$ cat src/rtl/linear_reg_enable_pkg.sv
// constants for the linear regulator enable control block
package linear_reg_enable_pkg;
  // ----------------------------------------------------------------
  // register map
  // ----------------------------------------------------------------
  localparam logic [7:0] reg1_pin_select_addr = 8'h54;
  localparam logic [7:0] reg2_enable_addr     = 8'h55;
  localparam logic [7:0] reg2_pin_select_addr = 8'h58;
  // ----------------------------------------------------------------
  // field layout and reset values
  // ----------------------------------------------------------------
  localparam int          enable_config_lsb   = 5;
  localparam int          soft_enable_lsb     = 0;
  localparam logic [7:0]  reg1_pin_sel_reset  = 8'h00;
  localparam logic [7:0]  reg2_pin_sel_reset  = 8'h00;
  localparam logic [1:0]  soft_enable_reset   = 2'h0;
  // ----------------------------------------------------------------
  // codes
  // ----------------------------------------------------------------
  localparam logic [2:0] cfg_disabled   = 3'h0;
  localparam logic [2:0] cfg_always_on  = 3'h1;
  localparam logic [2:0] cfg_seq_0pct   = 3'h2;
  localparam logic [2:0] cfg_seq_25pct  = 3'h3;
  localparam logic [2:0] cfg_seq_50pct  = 3'h4;
  localparam logic [2:0] cfg_soft       = 3'h7;
  localparam logic [1:0] soft_off       = 2'h0;
  localparam logic [1:0] soft_on        = 2'h1;
  localparam logic [1:0] soft_pin       = 2'h2;
  // boot progress codes as seen on the progress input
  localparam logic [1:0] boot_start     = 2'h0;
  localparam logic [1:0] boot_quarter   = 2'h1;
  localparam logic [1:0] boot_half      = 2'h2;
  localparam logic [1:0] boot_done      = 2'h3;
  // default factory configuration, arbitrary
  localparam logic [2:0] reg1_config_default = 3'h7;
  localparam logic [2:0] reg2_config_default = 3'h7;
endpackage : linear_reg_enable_pkg

$ cat src/rtl/linear_reg_enable_control.sv
// enable control for the two linear regulators
`timescale 1ns/100ps
`default_nettype none

// Operation
// reg1 select bits 4..0 let matching control input drive reg1 enable.
// reg1 selects only act when its config is 111 and soft enable 10.
// several selected inputs combine by logical OR into reg1 enable.
// reg2 config field bits 7:5 is read-only; writes ignored.
// reg2 config 000 keeps off; 001 on whenever battery/system supply present.
// codes 010, 011, 100 turn reg2 on at 0, 25, 50 percent of boot.
// code 111 hands reg2 to soft enable after 100 percent; 101/110 reserved.
// soft enable 00 off, 01 on, 10 pin-controlled; host avoids 11.
// reg1 select bits 7..5 behave like the lower select bits.
// reg2 soft enable matters only under software-control config.
// reserved codes leave the regulator disabled.
module linear_reg_enable_control #(
  parameter logic [2:0] reg1_enable_config = linear_reg_enable_pkg::reg1_config_default,
  parameter logic [2:0] reg2_enable_config = linear_reg_enable_pkg::reg2_config_default
) (
  input  wire logic        ref_clk,
  input  wire logic        rst,
  input  wire logic        reg_wr,
  input  wire logic        reg_rd,
  input  wire logic [7:0]  reg_addr,
  input  wire logic [7:0]  reg_wdata,
  output var  logic [7:0]  reg_rdata,
  input  wire logic [1:0]  reg1_soft_enable,
  input  wire logic [7:0]  multipurpose_control_input,
  input  wire logic        battery_or_system_supply,
  input  wire logic [1:0]  boot_progress,
  output var  logic        first_linear_reg_en,
  output var  logic        second_linear_reg_en
);
  // ----------------------------------------------------------------
  // decode helpers
  // ----------------------------------------------------------------
  // boot_progress: 0 start, 1 reached 25%, 2 reached 50%, 3 complete
  // pin decoding shared by both regulators' pin modes
  function automatic logic pin_or(input logic [7:0] sel, input logic [7:0] pins);
    // or of selected
    pin_or = |(sel & pins);
  endfunction : pin_or

  // ----------------------------------------------------------------
  // input synchronisers
  // ----------------------------------------------------------------
  logic [7:0] mpc_meta_reg;
  logic [7:0] mpc_sync_reg;
  logic [2:0] misc_meta_reg;
  logic [2:0] misc_sync_reg;
  // pins are asynchronous, so two stages before any use
  // each pin bit is independent, so skew between pin bits is harmless;
  // only the two progress bits form a word and need the filter below
  always_ff @(posedge ref_clk) begin
    mpc_meta_reg  <= multipurpose_control_input;
    mpc_sync_reg  <= mpc_meta_reg;
    misc_meta_reg <= {battery_or_system_supply, boot_progress};
    misc_sync_reg <= misc_meta_reg;
  end

  // ----------------------------------------------------------------
  // boot progress filter
  // ----------------------------------------------------------------
  // the progress bits are synchronised separately, so a step from 1 to 2
  // may read as 3 or 0 for one clock; a code is taken only once it has
  // read the same on two clocks in a row, which costs one clock of lag
  // but keeps a stray 3 from handing control to software too early
  logic [1:0] prog_prev_reg;
  logic [1:0] prog_prev_next;
  logic [1:0] progress_reg;
  logic [1:0] progress_next;
  // next filtered code
  always_comb begin
    prog_prev_next = misc_sync_reg[1:0];
    progress_next  = progress_reg;
    if (misc_sync_reg[1:0] == prog_prev_reg) begin
      progress_next = misc_sync_reg[1:0];
    end
  end

  // filter state, back to boot start on reset
  always_ff @(posedge ref_clk) begin
    if (rst) begin
      prog_prev_reg <= linear_reg_enable_pkg::boot_start;
      progress_reg  <= linear_reg_enable_pkg::boot_start;
    end else begin
      prog_prev_reg <= prog_prev_next;
      progress_reg  <= progress_next;
    end
  end

  // ----------------------------------------------------------------
  // registers
  // ----------------------------------------------------------------
  logic [7:0] reg1_sel_reg;
  logic [7:0] reg1_sel_next;
  logic [7:0] reg2_sel_reg;
  logic [7:0] reg2_sel_next;
  logic [1:0] soft2_reg;
  logic [1:0] soft2_next;
  logic [7:0] rdata_reg;
  logic [7:0] rdata_next;
  // writes and read mux
  // a read and a write in one cycle return the old contents, since the
  // read mux looks at the registers, not at their next values; the
  // config bits of the reg2 enable register come from the factory
  // parameter and are never stored, so no write can reach them
  always_comb begin
    reg1_sel_next = reg1_sel_reg;
    reg2_sel_next = reg2_sel_reg;
    soft2_next    = soft2_reg;
    rdata_next    = rdata_reg;
    if (reg_wr) begin
      case (reg_addr)
        // reg1 select store
        // upper select bits
        linear_reg_enable_pkg::reg1_pin_select_addr: reg1_sel_next = reg_wdata;
        // config bits dropped
        linear_reg_enable_pkg::reg2_enable_addr: soft2_next = reg_wdata[1:0];
        linear_reg_enable_pkg::reg2_pin_select_addr: reg2_sel_next = reg_wdata;
        default: ;
      endcase
    end
    if (reg_rd) begin
      case (reg_addr)
        linear_reg_enable_pkg::reg1_pin_select_addr: rdata_next = reg1_sel_reg;
        // config readable
        linear_reg_enable_pkg::reg2_enable_addr:
          rdata_next = {reg2_enable_config, 3'h0, soft2_reg};
        linear_reg_enable_pkg::reg2_pin_select_addr: rdata_next = reg2_sel_reg;
        default: rdata_next = 8'h00;
      endcase
    end
  end

  always_ff @(posedge ref_clk) begin
    if (rst) begin
      reg1_sel_reg <= linear_reg_enable_pkg::reg1_pin_sel_reset;
      reg2_sel_reg <= linear_reg_enable_pkg::reg2_pin_sel_reset;
      soft2_reg    <= linear_reg_enable_pkg::soft_enable_reset;
      rdata_reg    <= 8'h00;
    end else begin
      reg1_sel_reg <= reg1_sel_next;
      reg2_sel_reg <= reg2_sel_next;
      soft2_reg    <= soft2_next;
      rdata_reg    <= rdata_next;
    end
  end
  assign reg_rdata = rdata_reg;

  // ----------------------------------------------------------------
  // enable decisions
  // ----------------------------------------------------------------
  logic en1_reg;
  logic en1_next;
  logic en2_reg;
  logic en2_next;
  logic supply_ok;
  assign supply_ok = misc_sync_reg[2];

  // both enables are registered and, but for reg1_soft_enable, decided from synchronised inputs,
  // so a pin change shows on an enable three clocks later; a reserved
  // factory code or a soft code of 11 always yields an off regulator
  // rather than a guess at an undefined encoding
  always_comb begin
    en1_next = 1'b0;
    if (reg1_enable_config == linear_reg_enable_pkg::cfg_soft) begin
      case (reg1_soft_enable)
        linear_reg_enable_pkg::soft_off: en1_next = 1'b0;
        linear_reg_enable_pkg::soft_on:  en1_next = 1'b1;
        // pin mode gate
        linear_reg_enable_pkg::soft_pin: en1_next = pin_or(reg1_sel_reg, mpc_sync_reg);
        // reserved reg1 soft code off
        default: en1_next = 1'b0;
      endcase
    end
    en2_next = 1'b0;
    case (reg2_enable_config)
      // fixed off or on
      linear_reg_enable_pkg::cfg_disabled:  en2_next = 1'b0;
      linear_reg_enable_pkg::cfg_always_on: en2_next = supply_ok;
      // sequenced turn-on points
      // 0% is the very start of boot, so no progress is needed
      linear_reg_enable_pkg::cfg_seq_0pct:  en2_next = 1'b1;
      linear_reg_enable_pkg::cfg_seq_25pct:
        en2_next = (progress_reg >= linear_reg_enable_pkg::boot_quarter);
      linear_reg_enable_pkg::cfg_seq_50pct:
        en2_next = (progress_reg >= linear_reg_enable_pkg::boot_half);
      // software after completion
      linear_reg_enable_pkg::cfg_soft: begin
        // soft field only here
        if (progress_reg == linear_reg_enable_pkg::boot_done) begin
          case (soft2_reg)
            // soft enable decode
            linear_reg_enable_pkg::soft_off: en2_next = 1'b0;
            linear_reg_enable_pkg::soft_on:  en2_next = 1'b1;
            linear_reg_enable_pkg::soft_pin: en2_next = pin_or(reg2_sel_reg, mpc_sync_reg);
            // reserved soft code off
            default: en2_next = 1'b0;
          endcase
        end
      end
      // reserved config off
      default: en2_next = 1'b0;
    endcase
  end

  // regulators start off after reset
  // outputs leave straight from these flops, so no decode glitch
  // ever reaches a regulator enable
  always_ff @(posedge ref_clk) begin
    if (rst) begin
      en1_reg <= 1'b0;
      en2_reg <= 1'b0;
    end else begin
      en1_reg <= en1_next;
      en2_reg <= en2_next;
    end
  end
  assign first_linear_reg_en  = en1_reg;
  assign second_linear_reg_en = en2_reg;
endmodule : linear_reg_enable_control

`default_nettype wire

$ cat config.mk
export PLATFORM = sky130hd
export DESIGN_NAME = linear_reg_enable_control
export DESIGN_NICKNAME = d
export VERILOG_FILES = /design/src/rtl/linear_reg_enable_pkg.sv /design/src/rtl/linear_reg_enable_control.sv
export SDC_FILE = /design/constraint.sdc
export NUM_CORES = 1
export LEC_CHECK = 0
export ABC_CLOCK_PERIOD_IN_PS = 1250
export BUFFER_PORTS_ARGS = -buffer_cell sky130_fd_sc_hd__buf_2
export CORE_MARGIN = 2
export CORE_UTILIZATION = 48
export CTS_CLUSTER_SIZE = 20
export DETAILED_ROUTE_END_ITERATION = 10
export MAX_ROUTING_LAYER = met4
export PLACE_DENSITY_LB_ADDON = 0.1
export SLEW_MARGIN = 20
export SYNTH_ARGS = -nofsm -noshare
export SYNTH_HDL_FRONTEND = slang
export SYNTH_SLANG_ARGS = --single-unit
$ cat constraint.sdc
create_clock -name ref_clk -period 1.25 [get_ports ref_clk]
set_clock_uncertainty 0.1 [all_clocks]
set_input_delay 0.1875 -clock ref_clk [delete_from_list [all_inputs] [get_ports ref_clk]]
set_output_delay 0.1875 -clock ref_clk [all_outputs]
set_load 0.01 [all_outputs]
==> results of run 1 <==
## how the worst max path moves through the flow
| stage | cells after the start | slack [ns] | endpoint |
|---|---|---|---|
| after global routing | 4 | -0.005 | second_linear_reg_en |
| after CTS | 4 | 0.04 | second_linear_reg_en |
| after floorplan | 4 | 0.005 | reg1_sel_reg[0] |
| after detailed placement | 4 | -0.14 | reg1_sel_reg[3] |
| after global placement | 4 | -0.10 | reg1_sel_reg[7] |
| final | 4 | 0.04 | second_linear_reg_en |
## what timing repair did
action,in CTS,in global routing
endpoints found under the setup margin,0,1
hold buffers,10,0
hold endpoints to repair,10,0
resized for setup,0,1
setup buffers,0,0
## power groups by stage
stage                     combinational (mW)  sequential [mW]  clock, mW
after floorplan                        0.118             1.75          0
after global placement                 0.212             1.76          0
after detailed placement               0.221             1.76          0
after CTS                              0.245             1.72       1.01
after global routing                   0.267             1.72       1.08
final                                  0.244             1.72      0.977
## area by class of cell
| type | count | area, um^2 |
|---|---|---|
| Fill cell | 382 | 1695 |
| Sequential cell | 52 | 1041 |
| Multi-Input combinational cell | 118 | 994.7 |
| Timing Repair Buffer | 58 | 395.4 |
| Clock buffer | 5 | 68.82 |
| Tap cell | 52 | 65.06 |
| Inverter | 10 | 37.54 |
| Clock inverter | 3 | 26.28 |
## critical path: stages (launching register included)
cell and delay (ns):
dfxtp_1 0.37, inv_1 0.07, ha_1 0.30, nor3_2 0.17
o21a_1 0.13
## per-layer routing
layer | share of wire | track usage | up-vias
li1 | - | - | 785
met1 | 0.43 | 0.2204 | 736
met2 | 0.49 | 0.3386 | 57
met3 | 0.060 | 0.04843 | 8
met4 | 0.015 | 0.05870 | 0
met5 | 0 | - | -
## synth_stat cells
cell / number
or3b_2: 3
and4bb_4: 1
dfxtp_1: 52
mux2i_1: 18
and2b_1: 2
xor2_1: 2
a2bb2oi_1: 3
o21a_1: 2
a32oi_1: 2
and4_4: 1
o31ai_2: 1
nand2_1: 1
a41oi_1: 2
nand4_4: 1
o32ai_1: 3
nor3_1: 1
ha_1: 4
o2111ai_4: 2
nor2b_1: 4
a22oi_1: 11
nand2b_1: 33
o2bb2ai_1: 2
o31a_1: 2
nor2_1: 5
buf_2: 1
nor3b_4: 1
a221oi_2: 2
o21ai_0: 2
buf_6: 3
nand4_1: 2
buf_4: 1
inv_1: 10
and2_1: 1
o21bai_1: 2
o31ai_1: 2
clkbuf_1: 3
## stage by stage
stage          total power, mW  setup TNS (ns)
2_1_floorplan            1.869               0
3_3_place_gp             1.968          -1.880
3_5_place_dp             1.979          -2.417
4_1_cts                  2.972               0
5_1_grt                  3.069       -0.004602
6_report                 2.940               0
## logic make-up after synthesis
group                    count (synthesis)
adder cells (fa/ha/maj)                  4
AND/OR/NAND/NOR                         56
buffers and inverters                   18
AO/OA/AOI/OAI                           38
multiplexers                            18
XOR/XNOR                                 2
flip-flops                              52
==> flow_metrics.tcl, run 1 <==
set metrics [dict create \
    insertedDiodeCount 0 \
    worstHoldEndpoint "reg2_sel_reg[7]" \
    synthesis.nets 225 \
    vias 1586 \
    switching_share 0.2380 \
    core_area_um2 4324 \
    postPlaceCellArea_um2 2429 \
    slew_viol_final 0 \
    min_path_type "in2reg" \
    io_pins 43 \
    final_cell_mix "dfxtp_1, buf_2, nand2b_1, mux2i_1, a22oi_1" \
    synth_compound_area_frac 0.1672 \
    layout_min_cycle_time_ns 1.206 \
    p_seq_frac 0.585 \
    crit_arrival_ns 1.36 \
    initial_core_util 0.4916 \
    ir_drop_mv 0.7885 \
    post-place-ws_ns -0.1380 \
    wirelength_mm 4.429 \
    antenna_found_initial 0 \
    crit_type "reg2reg" \
    drt_iter0_markers 144 \
    synthDistinctLibCells 36 \
    end_kind "flop" \
    htreeDepth 2 \
    crit_path_start_kind "flop" \
    finalNonFillerCells 298 \
    hp-start "reg_wdata[7]" \
    firstDrtPassIters 4 \
    worst_slack_ns 0.04435 \
    reg2reg_from "soft2_reg[0]" \
    switchingPower_mw 0.6996 \
    ys_seq_area_frac 0.4897 \
    ant_nets 0 \
    grt_max_degree 23 \
    netlist_area_um2 2126 \
    cts_buffer_depth 2 \
    synth_top_area_cell "dfxtp_1" \
    finalSetupViolCount 0 \
    cp_max_fo 3 \
    hold_ws_ns 0.05799 \
    stdcell_area_um2 2629 \
    cts_buffers 5 \
    powerDensity_nw_per_um2 1118 \
    fmax_mhz 829.4 \
    synthAdderAreaFrac 0.02354 \
    p_leak_nw 1.099 \
    globalRouteOverflowTotal 0 \
    cts_sinks 52 \
    cts_root_buf "clkbuf_8" \
    rows 24 \
    reg2reg_slack_ns 0.04 \
    ys_seq_elements 52 \
    clk_latency_ns 0.31 \
    synth-xor-area-share 0.008240 \
    synth_top_family_by_area "simple AND/OR/NAND/NOR gates" \
    cp.required_ns 1.40 \
    layout.cells.most_common "dfxtp_1" \
    p_comb_frac 0.083 \
    drv_cap 0 \
    outcome "completed" \
    yosysTopAreaCellShare 0.4897 \
    cts_tree "yes" \
    synth_mux_area_frac 0.08476 \
    synth_area_per_cell_um2 11.31 \
    die-width_um 70.55 \
    die_area_um2 4977 \
    wl_per_cell_um 14.86 \
    holdPathStages 3 \
    slew_headroom 0.7960 \
    gp_congestion 0.9000 \
    fin_crit_sh 0.9645 \
    port-buffer-count 41 \
    grt_pass1_vias 1648 \
    p_int_mw 2.240 \
    final_hold_viol_count 0 \
    synthCells 188 \
    grt.total_usage 0.1941 \
    dp_hpwl_mm 3.408 \
    synth_area_leaders "dfxtp_1, nand2b_1, mux2i_1" \
    grt_pass1_wl_mm 7.417 \
    pwr-share-clk 0.332 \
    clk_pin_slew_ns 0.10 \
    num-nets-final 282 \
    yosysWarnings 0 \
    synth_simple_gate_area_share 0.1819 \
    die_y_um 70.55 \
    worstMarginPinSlew_ns 0.3056 \
    drive_above_1_share 0.2805 \
    r2r-end "second_linear_reg_en" \
    via_per_inst 5.322 \
    rr_worst_depth 4 \
    dp.cells 280 \
    fin_util 0.6079 \
    area_growth_pct 23.66 \
    cp-startpoint "soft2_reg[0]" \
    drc 0 \
]
(Power assumes the default switching activity.)
==> inputs of run 2 (changes only) <==
--- a/config.mk
+++ b/config.mk
@@ -5,10 +5,9 @@
 export SDC_FILE = /design/constraint.sdc
 export NUM_CORES = 1
 export LEC_CHECK = 0
-export ABC_CLOCK_PERIOD_IN_PS = 1250
 export BUFFER_PORTS_ARGS = -buffer_cell sky130_fd_sc_hd__buf_2
 export CORE_MARGIN = 2
-export CORE_UTILIZATION = 48
+export CORE_UTILIZATION = 36
 export CTS_CLUSTER_SIZE = 20
 export DETAILED_ROUTE_END_ITERATION = 10
 export MAX_ROUTING_LAYER = met4
==> run 2 against run 1 <==
  * Sequential share of layout area shrank 1.3 points
  * Critical path type unchanged
  * Global-route usage shrank 3.8 points
  * Critical endpoint unchanged
  * Combinational power grew 5%
  * Hold slack gained 0.0071 ns
  * Count of clock-buffer cells in the layout is the same
  * Via count shrank 0.63%
  * Critical path depth is the same
  * First-iteration DRC count shrank 60%
  * Setup slack gained 0.044 ns
  * Sequential cell count is the same
  * Fmax grew 3.7%
  * Clock power grew 17%
==> flow_metrics.tcl, run 2 (synthesis gave the netlist of run 1 again) <==
set metrics [dict create \
    layout.cells.most_common "dfxtp_1" \
    via_per_inst 4.879 \
    vias 1576 \
    ir_drop_mv 0.6636 \
    rows 27 \
    dp.cells 305 \
    fin_crit_sh 0.9297 \
    r2r-end "second_linear_reg_en" \
    finalPower_mw 3.116 \
    initial_core_util 0.3791 \
    wirelength_mm 4.686 \
    final_cell_mix "dfxtp_1, buf_2, nand2b_1, mux2i_1, a22oi_1" \
    fmax_mhz 860.5 \
    hold_ws_ns 0.06512 \
    end_kind "flop" \
    grt_max_degree 25 \
    cts_root_buf "clkbuf_8" \
    core_area_um2 5608 \
    gp_congestion 0.8311 \
    dp_hpwl_mm 3.409 \
    crit_path_start_kind "flop" \
    slowest_stage "dfxtp_2" \
    cts_buffers 5 \
    drc 0 \
    num-nets-final 287 \
    cp.required_ns 1.40 \
    die_area_um2 6536 \
    powerDensity_nw_per_um2 1145 \
    ant_nets 0 \
    wl_per_cell_um 14.51 \
    holdPathStages 3 \
    drive_above_1_share 0.2988 \
    clk_pin_slew_ns 0.09 \
    finalNonFillerCells 323 \
    clk_latency_ns 0.30 \
    die_y_um 80.85 \
    grt_pass1_wl_mm 7.562 \
    area_growth_pct 28.02 \
    slew_viol_final 0 \
    rr_worst_depth 4 \
    hp-start "reg_wdata[3]" \
    final_hold_viol_count 0 \
    post_cts_buffers 0 \
    crit_type "reg2reg" \
    cts_sinks 52 \
    htreeDepth 2 \
    reg2reg_slack_ns 0.09 \
    globalRouteOverflowTotal 0 \
    crit_path_cell_trace "inv_1 -> ha_1 -> nor3_2 -> o21a_1" \
    crit_arrival_ns 1.31 \
    outcome "completed" \
    drt_iter0_markers 58 \
    cts_buffer_depth 2 \
    cts_tree "yes" \
    worstMarginPinSlew_ns 0.3501 \
    die-width_um 80.85 \
    drv_cap 0 \
    cp_max_fo 3 \
    fin_util 0.4853 \
    insertedDiodeCount 0 \
    port-buffer-count 41 \
    antenna_found_initial 0 \
    crit_path_max_incr_delay_ns 0.35 \
    grt.total_usage 0.1560 \
    grt_pass1_vias 1585 \
    reg2reg_from "soft2_reg[0]" \
    min_path_type "in2reg" \
    io_pins 43 \
    fillers 565 \
    firstDrtPassIters 4 \
    rsz0062_at_grt "false" \
    worstHoldEndpoint "reg2_sel_reg[3]" \
    slew_headroom 0.7666 \
    finalSetupViolCount 0 \
    p_leak_nw 1.136 \
    layout_min_cycle_time_ns 1.162 \
]
==> run 2: metrics by stage <==
stage / instance area, um^2 / setup slack (ns) / setup TNS (ns)
floorplan: 2126 / 0.004568 / 0
global placement: 2504 / -0.1134 / -2.460
detailed placement: 2504 / -0.1320 / -2.561
CTS: 2715 / 0.05483 / 0
global route: 2721 / 0.004178 / 0
finish: 2721 / 0.08788 / 0
==> run 2: report_power, final <==
| group | switching [mW] | internal (mW) |
|---|---|---|
| Clock | 0.549 | 0.593 |
| Sequential | 0.0198 | 1.70 |
| Combinational | 0.114 | 0.142 |
| Total | 0.683 | 2.43 |
==> run 2: final cells by class <==
class,count,area (um^2),share of cell area
clock buffer,5,68.82,0.02529
clock inverter,3,42.54,0.01563
inverter,10,37.54,0.01379
multi-input combinational,118,994.7,0.3655
sequential,52,1042,0.3830
tap,72,90.09,0.03310
timing repair buffer,63,445.4,0.1637
==> run 2: critical path, delay by kind of cell, from the launching register on <==
kind                       cells  cell delay [ns]
and+or+nand+nor                1             0.18
buffers and inverters          1             0.06
adders and majority gates      1             0.30
DFF                            1             0.35
AOI/OAI and AO/OA              1             0.13
==> run 2: how the worst max path moves through the flow <==
stage	startpoint	to	slack, ns	cells after the start
finish	soft2_reg[0]	second_linear_reg_en	0.09	4
global route	soft2_reg[1]	reg_rdata[1]	0.004	3
CTS	soft2_reg[0]	second_linear_reg_en	0.05	4
detailed placement	reg_addr[7]	reg1_sel_reg[2]	-0.13	4
global placement	reg_addr[7]	reg1_sel_reg[4]	-0.11	4
floorplan	reg_addr[7]	reg1_sel_reg[0]	0.005	4
==> run 2: repair_timing <==
item                       CTS  global route
hold buffers                10             0
setup endpoints to repair    0             1
hold endpoints to repair    10             0
resized for setup            0             2
==> run 2: routing by layer <==
metal / share of wire / vias up / global-route usage
met5: 0 / - / -
met1: 0.47 / 731 / 0.1919
met3: 0.056 / 5 / 0.03333
met2: 0.47 / 48 / 0.2603
met4: 0.0094 / 0 / 0.04068
li1: - / 792 / -
